### src/rtl/acg_pkg.sv
// acg_pkg: constants for the audio clock generator power and lock block
// Function
// - Lowest bit of lock status register reads 1 when generator three is locked.
// - Lock follows the selected reference: PLL output or external, chosen by bit 4.
// - Lock status register reads all zeros after reset.
// - A power-enable register holds enable bits for generators two and three.
// - Power-enable register resets to zero, so every gated unit starts disabled.
// - Bit 12 low disables generator three; high powers it.
// - Blocks clocked from generator three stop while bit 12 is low.
// - Bit 11 low disables generator two; high powers it.
// - Clock pins sourced from generator two drive low while it is disabled.
// - Blocks clocked from generator two stop while bit 11 is low.
package acg_pkg;

    ////////////////////////////////////////////////////////////////////////////
    // bus geometry
    localparam int unsigned ADR_W = 18;
    localparam int unsigned DAT_W = 32;
    localparam int unsigned REG_W = 16;
    localparam int unsigned SEL_W = 4;

    ////////////////////////////////////////////////////////////////////////////
    // register indices; byte address is four times the index
    localparam logic [15:0] IDX_GEN3_CFG  = 16'hF026;
    localparam logic [15:0] IDX_GEN_THREE_LOCKED_FLAG = 16'hF027;
    localparam logic [15:0] IDX_POWER_A   = 16'hF050;

    ////////////////////////////////////////////////////////////////////////////
    // field positions
    localparam int unsigned BIT_GEN3_LOCKED = 0;
    localparam int unsigned BIT_GEN3_REFSEL = 4;
    localparam int unsigned BIT_GEN2_PWR    = 11;
    localparam int unsigned BIT_GEN3_PWR    = 12;

    ////////////////////////////////////////////////////////////////////////////
    // reset values of the registers and the bus data
    localparam logic [15:0] RST_GEN3_CFG  = 16'h0000;
    localparam logic [15:0] RST_GEN_THREE_LOCKED_FLAG = 16'h0000;
    localparam logic [15:0] RST_POWER_A   = 16'h0000;
    localparam logic [31:0] RST_DATA      = 32'h00000000;

endpackage : acg_pkg

### src/rtl/acg_pin_gate.sv
// acg_pin_gate: forces generator-sourced clock pins low while that generator is off
`timescale 1ns/1ns
`default_nettype none
module acg_pin_gate #(
    parameter int unsigned N = 4
) (
    input  wire logic         mclk,
    input  wire logic         nrst,
    input  wire logic         genOn,
    input  wire logic [N-1:0] srcIsGen,
    input  wire logic [N-1:0] rawClk,
    output var  logic [N-1:0] pinOut
);

    logic [N-1:0] pinReg;
    logic [N-1:0] pinNext;

    ////////////////////////////////////////////////////////////////////////////
    // one register stage keeps the pin glitch free when the source flips
    always_comb begin
        pinNext = rawClk & ~(srcIsGen & {N{~genOn}});
    end

    always_ff @(posedge mclk or negedge nrst) begin
        if (!nrst) begin
            pinReg <= '0;
        end else begin
            pinReg <= pinNext;
        end
    end

    assign pinOut = pinReg;
endmodule : acg_pin_gate
`default_nettype wire

### src/rtl/acg_clock_power.sv
// acg_clock_power: wishbone register slave gating generators two and three
//
// Register access over Wishbone was decided locally.
`timescale 1ns/1ns
`default_nettype none
module acg_clock_power
    import acg_pkg::*;
#(
    parameter int unsigned NUM_PINS   = 4,
    parameter int unsigned NUM_BLOCKS = 8
) (
    input  wire logic                    mclk,
    input  wire logic                    nrst,
    input  wire logic                    wbCyc,
    input  wire logic                    wbStb,
    input  wire logic                    wbWe,
    input  wire logic [acg_pkg::ADR_W-1:0] wbAdr,
    input  wire logic [acg_pkg::SEL_W-1:0] wbSel,
    input  wire logic [acg_pkg::DAT_W-1:0] wbDatI,
    output var  logic [acg_pkg::DAT_W-1:0] wbDatO,
    output var  logic                    wbAck,
    input  wire logic                    pllRefLocked,
    input  wire logic                    extRefLocked,
    output var  logic                    genThreeRefSelect,
    output var  logic                    genThreeLockedFlag,
    output var  logic                    genThreePowerOn,
    output var  logic                    genTwoPowerOn,
    input  wire logic                    coreUsesGenThree,
    input  wire logic                    coreUsesGenTwo,
    output var  logic                    coreRunEnable,
    input  wire logic [NUM_BLOCKS-1:0]   blockUsesGenThree,
    input  wire logic [NUM_BLOCKS-1:0]   blockUsesGenTwo,
    output var  logic [NUM_BLOCKS-1:0]   blockRunEnable,
    input  wire logic [NUM_PINS-1:0]     frameOutSrcGenTwo,
    input  wire logic [NUM_PINS-1:0]     frameOutRaw,
    output var  logic [NUM_PINS-1:0]     frameClockOutPin,
    input  wire logic [NUM_PINS-1:0]     frameInSrcGenTwo,
    input  wire logic [NUM_PINS-1:0]     frameInRaw,
    output var  logic [NUM_PINS-1:0]     frameClockInPin,
    input  wire logic [NUM_PINS-1:0]     bitOutSrcGenTwo,
    input  wire logic [NUM_PINS-1:0]     bitOutRaw,
    output var  logic [NUM_PINS-1:0]     bitClockOutPin,
    input  wire logic [NUM_PINS-1:0]     bitInSrcGenTwo,
    input  wire logic [NUM_PINS-1:0]     bitInRaw,
    output var  logic [NUM_PINS-1:0]     bitClockInPin
);

    import acg_pkg::*;

    ////////////////////////////////////////////////////////////////////////////
    // bus slave state
    logic                 ackReg;
    logic                 ackNext;
    logic [DAT_W-1:0]     datReg;
    logic [DAT_W-1:0]     datNext;
    logic                 request;
    logic                 commit;
    logic                 hitCfg;
    logic                 hitLock;
    logic                 hitPower;
    logic [15:0]          wordIdx;

    // register state
    logic                 refSelReg;
    logic                 refSelNext;
    logic                 gen3PwrReg;
    logic                 gen3PwrNext;
    logic                 gen2PwrReg;
    logic                 gen2PwrNext;
    logic                 lockedReg;
    logic                 lockedNext;

    // run-enable state
    logic                 coreRunReg;
    logic                 coreRunNext;
    logic [NUM_BLOCKS-1:0] blockRunReg;
    logic [NUM_BLOCKS-1:0] blockRunNext;

    // readback images
    logic [REG_W-1:0]     cfgImage;
    logic [REG_W-1:0]     lockImage;
    logic [REG_W-1:0]     powerImage;

    ////////////////////////////////////////////////////////////////////////////
    // address decode; low two byte-address bits are ignored
    assign wordIdx  = wbAdr[17:2];
    assign hitCfg   = (wordIdx == IDX_GEN3_CFG);
    assign hitLock  = (wordIdx == IDX_GEN_THREE_LOCKED_FLAG);
    assign hitPower = (wordIdx == IDX_POWER_A);
    assign request  = wbCyc & wbStb & ~ackReg;
    assign commit   = wbCyc & wbStb & ackReg;

    ////////////////////////////////////////////////////////////////////////////
    // readback: unimplemented and reserved bits read zero
    always_comb begin
        cfgImage   = RST_GEN3_CFG;
        cfgImage[BIT_GEN3_REFSEL] = refSelReg;
        lockImage  = RST_GEN_THREE_LOCKED_FLAG;
        lockImage[BIT_GEN3_LOCKED] = lockedReg;
        powerImage = RST_POWER_A;
        powerImage[BIT_GEN3_PWR] = gen3PwrReg;
        powerImage[BIT_GEN2_PWR] = gen2PwrReg;
    end

    ////////////////////////////////////////////////////////////////////////////
    // wishbone answer: ack one cycle after the request, data sampled then
    always_comb begin
        ackNext = request;
        datNext = datReg;
        if (request) begin
            datNext = RST_DATA;
            if (!wbWe) begin
                if (hitCfg) begin
                    datNext[REG_W-1:0] = cfgImage;
                end else if (hitLock) begin
                    datNext[REG_W-1:0] = lockImage;
                end else if (hitPower) begin
                    datNext[REG_W-1:0] = powerImage;
                end
            end
        end
    end

    always_ff @(posedge mclk or negedge nrst) begin
        if (!nrst) begin
            ackReg <= 1'b0;
            datReg <= RST_DATA;
        end else begin
            ackReg <= ackNext;
            datReg <= datNext;
        end
    end

    ////////////////////////////////////////////////////////////////////////////
    // writes land on the edge where the master sees ack; lock bit ignores data
    always_comb begin
        refSelNext  = refSelReg;
        gen3PwrNext = gen3PwrReg;
        gen2PwrNext = gen2PwrReg;
        if (commit && wbWe) begin
            if (hitCfg && wbSel[0]) begin
                refSelNext = wbDatI[BIT_GEN3_REFSEL];
            end
            if (hitPower && wbSel[1]) begin
                gen3PwrNext = wbDatI[BIT_GEN3_PWR];
                gen2PwrNext = wbDatI[BIT_GEN2_PWR];
            end
        end
    end

    always_ff @(posedge mclk or negedge nrst) begin
        if (!nrst) begin
            refSelReg  <= RST_GEN3_CFG[BIT_GEN3_REFSEL];
            gen3PwrReg <= RST_POWER_A[BIT_GEN3_PWR];
            gen2PwrReg <= RST_POWER_A[BIT_GEN2_PWR];
        end else begin
            refSelReg  <= refSelNext;
            gen3PwrReg <= gen3PwrNext;
            gen2PwrReg <= gen2PwrNext;
        end
    end

    ////////////////////////////////////////////////////////////////////////////
    // lock status; a powered-down generator never claims lock
    always_comb begin
        lockedNext = gen3PwrReg & (refSelReg ? extRefLocked : pllRefLocked);
    end

    always_ff @(posedge mclk or negedge nrst) begin
        if (!nrst) begin
            lockedReg <= RST_GEN_THREE_LOCKED_FLAG[BIT_GEN3_LOCKED];
        end else begin
            lockedReg <= lockedNext;
        end
    end

    ////////////////////////////////////////////////////////////////////////////
    // run enables; a block follows its generator one cycle after the write
    always_comb begin
        coreRunNext  = ~(coreUsesGenThree & ~gen3PwrReg) & ~(coreUsesGenTwo & ~gen2PwrReg);
        blockRunNext = ~(blockUsesGenThree & {NUM_BLOCKS{~gen3PwrReg}})
                     & ~(blockUsesGenTwo & {NUM_BLOCKS{~gen2PwrReg}});
    end

    always_ff @(posedge mclk or negedge nrst) begin
        if (!nrst) begin
            coreRunReg  <= 1'b0;
            blockRunReg <= '0;
        end else begin
            coreRunReg  <= coreRunNext;
            blockRunReg <= blockRunNext;
        end
    end

    ////////////////////////////////////////////////////////////////////////////
    // clock pins driven from generator two
    acg_pin_gate #(.N(NUM_PINS)) uFrameOut (
        .mclk     (mclk),
        .nrst     (nrst),
        .genOn    (gen2PwrReg),
        .srcIsGen (frameOutSrcGenTwo),
        .rawClk   (frameOutRaw),
        .pinOut   (frameClockOutPin)
    );

    acg_pin_gate #(.N(NUM_PINS)) uFrameIn (
        .mclk     (mclk),
        .nrst     (nrst),
        .genOn    (gen2PwrReg),
        .srcIsGen (frameInSrcGenTwo),
        .rawClk   (frameInRaw),
        .pinOut   (frameClockInPin)
    );

    acg_pin_gate #(.N(NUM_PINS)) uBitOut (
        .mclk     (mclk),
        .nrst     (nrst),
        .genOn    (gen2PwrReg),
        .srcIsGen (bitOutSrcGenTwo),
        .rawClk   (bitOutRaw),
        .pinOut   (bitClockOutPin)
    );

    acg_pin_gate #(.N(NUM_PINS)) uBitIn (
        .mclk     (mclk),
        .nrst     (nrst),
        .genOn    (gen2PwrReg),
        .srcIsGen (bitInSrcGenTwo),
        .rawClk   (bitInRaw),
        .pinOut   (bitClockInPin)
    );

    ////////////////////////////////////////////////////////////////////////////
    // outputs
    assign wbAck              = ackReg;
    assign wbDatO             = datReg;
    assign genThreeRefSelect  = refSelReg;
    assign genThreeLockedFlag = lockedReg;
    assign genThreePowerOn    = gen3PwrReg;
    assign genTwoPowerOn      = gen2PwrReg;
    assign coreRunEnable      = coreRunReg;
    assign blockRunEnable     = blockRunReg;
endmodule : acg_clock_power
`default_nettype wire

### config.mk
export PLATFORM = sky130hd
export DESIGN_NAME = acg_clock_power
export DESIGN_NICKNAME = d
export VERILOG_FILES = /design/src/rtl/acg_pkg.sv /design/src/rtl/acg_pin_gate.sv /design/src/rtl/acg_clock_power.sv
export SDC_FILE = /design/constraint.sdc
export NUM_CORES = 1
export LEC_CHECK = 0
export BUFFER_PORTS_ARGS = -buffer_cell sky130_fd_sc_hd__buf_2
export CAP_MARGIN = 20
export CORE_AREA = 4 4 73 75
export CTS_CLUSTER_SIZE = 16
export DETAILED_ROUTE_END_ITERATION = 16
export DIE_AREA = 0 0 77 79
export PLACE_DENSITY = 0.77
export SYNTH_ARGS = -nofsm -noshare
export SYNTH_HDL_FRONTEND = slang
export SYNTH_SLANG_ARGS = --single-unit
### constraint.sdc
create_clock -name mclk -period 1.5 [get_ports mclk]
set_clock_uncertainty 0.1 [all_clocks]
set_input_delay 0.3 -clock mclk [delete_from_list [all_inputs] [get_ports mclk]]
set_output_delay 0.3 -clock mclk [all_outputs]
set_load 0.005 [all_outputs]
# Word level (Yosys, flattened, before mapping)
# Cells that the tools add are included.
[word_totals] reg_bits=46 latchBits=0 ramBits=0 mem_bits_ro=0 inputBits=111 output_inout_bits=62 wordCells=54 mem_count=0
[classes] add_sub_neg=0 multipliers=0 div_mod_pow=0 order_cmp=0 eq_ne=3 shifts=0 muxes=5 n_bitwise=29 n_reduce_logical=5
[op_table] op="13-bit 2-to-1 mux" count=4
[op_table] op="16-bit equality test, second input constant" count=3
[op_table] op="4-bit bitwise AND" count=8
[op_table] op="8-bit bitwise AND" count=3
[op_table] op="4-bit inverter" count=4
[op_table] op="8-bit inverter" count=2
[op_table] op="1-bit bitwise AND" count=7
[op_table] op="1-bit inverter" count=5
[op_table] op="2-bit AND reduction" count=2
[op_table] op="1-bit logical AND" count=3
[op_table] op="1-bit 2-to-1 mux" count=1

# Logic depth before layout (Yosys ltp)
[depth] ltp_word=5 depth_mapped=6 depth_no_buf=5

# Hierarchy
# From an unflattened synthesis, not the netlist that was laid out.
[hier_totals] hier_cells=131 area_unflattened_um2=1570.3
[modules_own_cells] module="acg_clock_power" n_inst=1 cells_per_inst=95 area_per_inst_um2=974.7 seq_area_each_um2=450.4
[modules_own_cells] module="acg_pin_gate" n_inst=4 cells_per_inst=9 area_per_inst_um2=148.9 seq_area_each_um2=100.1

# Least setup slack after synthesis
# No wires, ideal clock.
[synth_timing] kind="input -> register" start="input wbAdr[11] (netlist bit)" end="register gen3PwrReg (netlist: genThreePowerOn)" setup_time_ps=128 arrival_time_ps=1611 required_ps=1272 path_slack_ps=-338 stages=4 path_buffers=0 path_cell_list="or4_4 -> nor4_2 -> nor3b_2 -> mux2_1"
[synth_between] elab_chain_len=3
[synth_lines] element="start, declared" line="acg_clock_power.sv:17" source="input wire logic [acg_pkg::ADR_W-1:0] wbAdr,"
[synth_lines] element="16-bit equality test" line="acg_clock_power.sv:89" source="assign hitPower = (wordIdx == IDX_POWER_A);"
[synth_lines] element="1-bit logical AND" line="acg_clock_power.sv:144" source="if (hitPower && wbSel[1]) begin"
[synth_lines] element="2-bit AND reduction (no source line)"
[synth_lines] element="end signal, assigned" line="acg_clock_power.sv:154" source="gen3PwrReg <= RST_POWER_A[BIT_GEN3_PWR];"
[synth_lines] element="end signal, assigned" line="acg_clock_power.sv:158" source="gen3PwrReg <= gen3PwrNext;"
[synth_lines] element="end, declared" line="acg_clock_power.sv:66" source="logic gen3PwrReg;"
# No other way between the ends.
# A chain may end at the register's enable or synchronous reset.

# Worst setup path after layout
[layout_timing] start="input wbAdr[11] (netlist bit)" end="register gen2PwrReg (netlist: genTwoPowerOn)"
[layout_between] elab_chain_len=3
[layout_lines] element="16-bit equality test" line="acg_clock_power.sv:89"
[layout_lines] element="1-bit logical AND" line="acg_clock_power.sv:144"
[layout_lines] element="2-bit AND reduction (no source line)"
[layout_lines] element="end signal, assigned" line="acg_clock_power.sv:155" source="gen2PwrReg <= RST_POWER_A[BIT_GEN2_PWR];"
[layout_lines] element="end signal, assigned" line="acg_clock_power.sv:159" source="gen2PwrReg <= gen2PwrNext;"
[layout_lines] element="end, declared" line="acg_clock_power.sv:68" source="logic gen2PwrReg;"
# No other way between the ends.

==> results_tabular.tex <==
\begin{tabular}{lr}
\hline
Metric & Value \\
\hline
\multicolumn{2}{l}{\textbf{Worst setup path}} \\
\quad Kind of start point of the critical path & primary input \\
\quad Maximum fanout along the worst path & 2 \\
\quad Worst setup path category & primary input to flip-flop \\
\quad Critical path capture point type & flip-flop \\
\quad CP cell instances & buf\_6 -> or4\_4 -> nor4\_4 -> nor3b\_2 -> mux2\_1 \\
\quad Library cell contributing the largest single delay on the critical path & sky130\_fd\_sc\_hd\_\_or4\_4 \\
\quad Delay of the slowest cell on the worst path & 0.54 ns \\
\quad Data required time of the critical path & 1.56 ns \\
\quad Arrival @ worst endpoint & 1.69 ns \\
\multicolumn{2}{l}{\textbf{Power and ir drop}} \\
\quad Total net switching power & 424 µW \\
\quad Power per cell area & 911 nW/µm² \\
\quad Relative contribution of sequential cells to total power & 0.472 \\
\quad Sw Share & 0.209 \\
\quad Internal portion of total power & 1610 µW \\
\quad Combinational cell fraction of total power & 0.114 \\
\quad Static Leak & 0.00129 µW \\
\quad Peak supply drop & 292 µV \\
\quad Clock network power share & 0.414 \\
\multicolumn{2}{l}{\textbf{Yosys}} \\
\quad Leading cell type by number of instances after synthesis & sky130\_fd\_sc\_hd\_\_dfrtp\_1 \\
\quad Total of warnings raised by yosys & 0 \\
\quad Cell taking the most area after synthesis & sky130\_fd\_sc\_hd\_\_dfrtp\_1 \\
\quad EDFF count, synth & 0 \\
\quad \#FFs+latches synth & 34 \\
\quad Instance count of the mapped netlist & 125 \\
\quad Synth area leaders & sky130\_fd\_sc\_hd\_\_dfrtp\_1 57\%, sky130\_fd\_sc\_hd\_\_buf\_4 14\%, sky130\_fd\_sc\_hd\_\_a21boi\_0 8.0\% \\
\quad Most instantiated flip-flop cell in the synthesis netlist & sky130\_fd\_sc\_hd\_\_dfrtp\_1 \\
\quad FFs w/ async S/R, synth & 1.00 \\
\quad Cell Area, Synth & 1500 µm² \\
\quad Avg Inst Size Synth & 12.0 µm² \\
\quad Synth top cells by count & 34 x sky130\_fd\_sc\_hd\_\_dfrtp\_1, 28 x sky130\_fd\_sc\_hd\_\_buf\_4, 16 x sky130\_fd\_sc\_hd\_\_a21boi\_0 \\
\quad Top cell type's share of synthesized area & 0.566 \\
\quad Sequential share of the synthesized area & 0.566 \\
\quad Yosys cell types & 26 \\
\multicolumn{2}{l}{\textbf{Global route}} \\
\quad Pin count of the biggest net entering global routing & 35 \\
\quad Number of global-route vias before repair & 1325 \\
\quad Initial antenna violation count & 0 \\
\quad Global-route track usage on met1 & 0.147 \\
\quad Global route overflow & 0 \\
\quad GR Util met3 & 0.0567 \\
\quad First-pass GRT wire length & 6350 µm \\
\quad Total track usage & 0.134 \\
\quad Global routing's busiest layer & met2 \\
\quad Fraction of met2 tracks used by global routing & 0.227 \\
\multicolumn{2}{l}{\textbf{STA}} \\
\quad Final hold violations & 0 \\
\quad Crit path time final & 1.62 ns \\
\quad Max Slew Vio Count & 0 \\
\quad WHS & 0.0935 ns \\
\quad RSZ-0062 raised after global routing & true \\
\quad Post-route clock period utilization & 1.08 \\
\quad Final critical-path setup slack & -0.122 ns \\
\quad Maximum clock frequency & 0.617 GHz \\
\quad Setup violation total in the final timing report & 5 \\
\multicolumn{2}{l}{\textbf{Final layout}} \\
\quad Number of fill cells in the layout & 451 \\
\quad Fraction of final layout cells sized beyond drive strength 1 & 0.546 \\
\quad Footprint of the flip-flops and latches & 851 µm² \\
\quad Number of nets in the final layout & 360 \\
\quad Number of cells in the finished layout apart from fillers & 303 \\
\quad Count of antenna diodes in the layout & 0 \\
\quad Synthesis-to-layout area growth & 48.5\% \\
\quad Combined area of the multi-input logic cells & 547 µm² \\
\multicolumn{2}{l}{\textbf{Run status}} \\
\quad Violations in the final reports & negative setup slack \\
\quad Run status & finished, violations left \\
\multicolumn{2}{l}{\textbf{Floorplanning}} \\
\quad Starting Density & 0.322 \\
\quad Core area & 4660 µm² \\
\quad Horiz. Die Dim & 77 µm \\
\quad Die height & 79 µm \\
\quad I/O pin count & 173 \\
\quad Total Die Area & 6080 µm² \\
\quad Number of rows in the core area & 25 \\
\multicolumn{2}{l}{\textbf{Job}} \\
\quad Number of maximum-capacitance constraint violations & 0 \\
\multicolumn{2}{l}{\textbf{Place}} \\
\quad \# placed instances & 295 \\
\quad I/O Buffers & 111 \\
\quad Final HPWL from detailed placement & 3200 µm \\
\quad Routability-driven placement congestion ratio & 0.807 \\
\multicolumn{2}{l}{\textbf{Detailed routing}} \\
\quad Average wire per cell in the routed design & 13.1 µm \\
\quad ANT nets after route & 0 \\
\quad Total wire length & 3970 µm \\
\quad Vias post-DR & 1327 \\
\quad DRC errors left & 0 \\
\quad Number of violations reported at the end of detailed-routing iteration 0 & 29 \\
\quad Avg Vias per Cell & 4.38 \\
\quad First-pass iteration count of the detailed router & 4 \\
\multicolumn{2}{l}{\textbf{Clock tree}} \\
\quad Num CTS Buffers & 5 \\
\quad Clock Pin Slew Worst Setup and Hold Paths & 0.07 ns \\
\quad Clk root buf & sky130\_fd\_sc\_hd\_\_clkbuf\_8 \\
\quad Clock tree from TritonCTS & done \\
\quad Buffer count from post-CTS setup fixing & 0 \\
\quad Source-to-sink clock delay at the later pin of the worst-skew pair & 0.28 ns \\
\quad Number of H-tree branching levels & 2 \\
\quad Clock Tree Buf Depth & 2 \\
\quad Clock sink total & 34 \\
\multicolumn{2}{l}{\textbf{Worst hold path}} \\
\quad Min-delay worst type & primary input to flip-flop \\
\hline
\end{tabular}
==> critical path: cells and delay by family <==
| family | cells | cell delay, ns |
|---|---|---|
| simple gates | 3 | 0.95 |
| buf+inv | 1 | 0.09 |
| mux | 1 | 0.34 |
==> cells in the final DEF (no fill, tap or decap) <==
| master | Yosys | routed |
|---|---|---|
| sky130_fd_sc_hd__nand3_2 | 0 | 1 |
| sky130_fd_sc_hd__nand2_1 | 4 | 4 |
| sky130_fd_sc_hd__and4b_1 | 1 | 1 |
| sky130_fd_sc_hd__mux2i_1 | 1 | 1 |
| sky130_fd_sc_hd__nand3_1 | 3 | 2 |
| sky130_fd_sc_hd__nand4_1 | 2 | 2 |
| sky130_fd_sc_hd__nor4_4 | 0 | 1 |
| sky130_fd_sc_hd__o21ai_1 | 0 | 1 |
| sky130_fd_sc_hd__conb_1 | 1 | 28 |
| sky130_fd_sc_hd__buf_4 | 28 | 9 |
| sky130_fd_sc_hd__nor4_2 | 1 | 1 |
| sky130_fd_sc_hd__clkbuf_8 | 0 | 6 |
| sky130_fd_sc_hd__buf_6 | 0 | 1 |
| sky130_fd_sc_hd__or2_2 | 1 | 1 |
| sky130_fd_sc_hd__bufinv_16 | 0 | 1 |
| sky130_fd_sc_hd__or3_4 | 1 | 1 |
| sky130_fd_sc_hd__a22oi_1 | 9 | 9 |
| sky130_fd_sc_hd__mux2_4 | 0 | 1 |
| sky130_fd_sc_hd__dlygate4sd3_1 | 0 | 1 |
| sky130_fd_sc_hd__clkinv_1 | 1 | 1 |
| sky130_fd_sc_hd__nor4bb_1 | 1 | 1 |
| sky130_fd_sc_hd__a21o_1 | 1 | 1 |
| sky130_fd_sc_hd__mux2_1 | 3 | 2 |
| sky130_fd_sc_hd__dfrtp_1 | 34 | 34 |
| sky130_fd_sc_hd__or4_4 | 1 | 1 |
| sky130_fd_sc_hd__nor4_1 | 2 | 1 |
| sky130_fd_sc_hd__nor2_1 | 3 | 3 |
| sky130_fd_sc_hd__nor3_4 | 0 | 1 |
| sky130_fd_sc_hd__a21boi_0 | 16 | 16 |
| sky130_fd_sc_hd__buf_2 | 0 | 110 |
| sky130_fd_sc_hd__nor3b_2 | 1 | 1 |
| sky130_fd_sc_hd__a22o_1 | 2 | 2 |
| sky130_fd_sc_hd__inv_1 | 3 | 3 |
==> flip-flops by register name, indices dropped and copies added (netlist names) <==
name and count:
blockRunEnable 8, uBitIn.pinOut 4, uBitOut.pinOut 4, uFrameIn.pinOut 4
uFrameOut.pinOut 4, wbDatO 4, coreRunEnable 1, genThreeLockedFlag 1
genThreePowerOn 1, genThreeRefSelect 1, genTwoPowerOn 1, wbAck 1
==> cells by family after synthesis <==
family / synth area share
other: 0.00250
AO/OA/AOI/OAI: 0.145
flip-flops: 0.566
multiplexers: 0.0291
buffers and inverters: 0.157
AND/OR/NAND/NOR: 0.0999
==> metrics by stage <==
step	worst slack (ns)	power [µW]	area (µm²)	setup TNS (ns)	util
floorplan	-0.262	1090	1610	-1.09	-
global placement	-0.401	1200	2080	-2.17	0.446
detailed placement	-0.475	1210	2080	-2.48	0.446
CTS	-0.128	2070	2230	-0.317	0.479
global route	-0.159	2150	2230	-0.505	0.479
finish	-0.122	2030	2230	-0.407	0.479
==> timing repair <==
item	in CTS	in global routing
hold buffers	1	0
gates resized for setup	5	1
pin swaps	1	3
hold endpoints to repair	34	0
setup endpoints to repair	6	6
==> layout make-up <==
cell class | count | share of cell area
tap | 54 | 0.0303
clock buffer | 6 | 0.0370
multi-input combinational | 83 | 0.245
clock inverter | 1 | 0.0135
sequential | 34 | 0.381
timing repair buffer | 121 | 0.286
inverter | 4 | 0.00673
==> worst paths after layout <==
path,startpoint,endpoint,slack (ns),cells after the start
min in group asynchronous,nrst,genThreeRefSelect,0.47,3
worst min-delay path,frameInSrcGenTwo[3],uFrameIn.pinOut[3],0.09,2
worst max register to register,wbAck,genTwoPowerOn,0.04,4
worst max-delay path,wbAdr[11],genTwoPowerOn,-0.12,5
worst min register to register,wbDatO[0],wbDatO[0],0.37,1
max in group asynchronous,nrst,uFrameIn.pinOut[2],0.50,3
==> layer usage <==
layer | part of all wire | up-vias | wire length [µm]
li1 | - | 628 | -
met1 | 0.37 | 594 | 1490
met2 | 0.48 | 97 | 1920
met3 | 0.13 | 8 | 506
met4 | 0.016 | 0 | 65
met5 | 0 | - | 0
==> power by group through the flow <==
stage / registers, µW / logic, µW / clock network (µW)
after floorplan: 985 / 104 / 0
after global placement: 976 / 222 / 0
after detailed placement: 977 / 228 / 0
after CTS: 960 / 234 / 876
after global routing: 963 / 263 / 922
final: 959 / 231 / 843
Note: power is estimated with default switching activity, not from simulation.
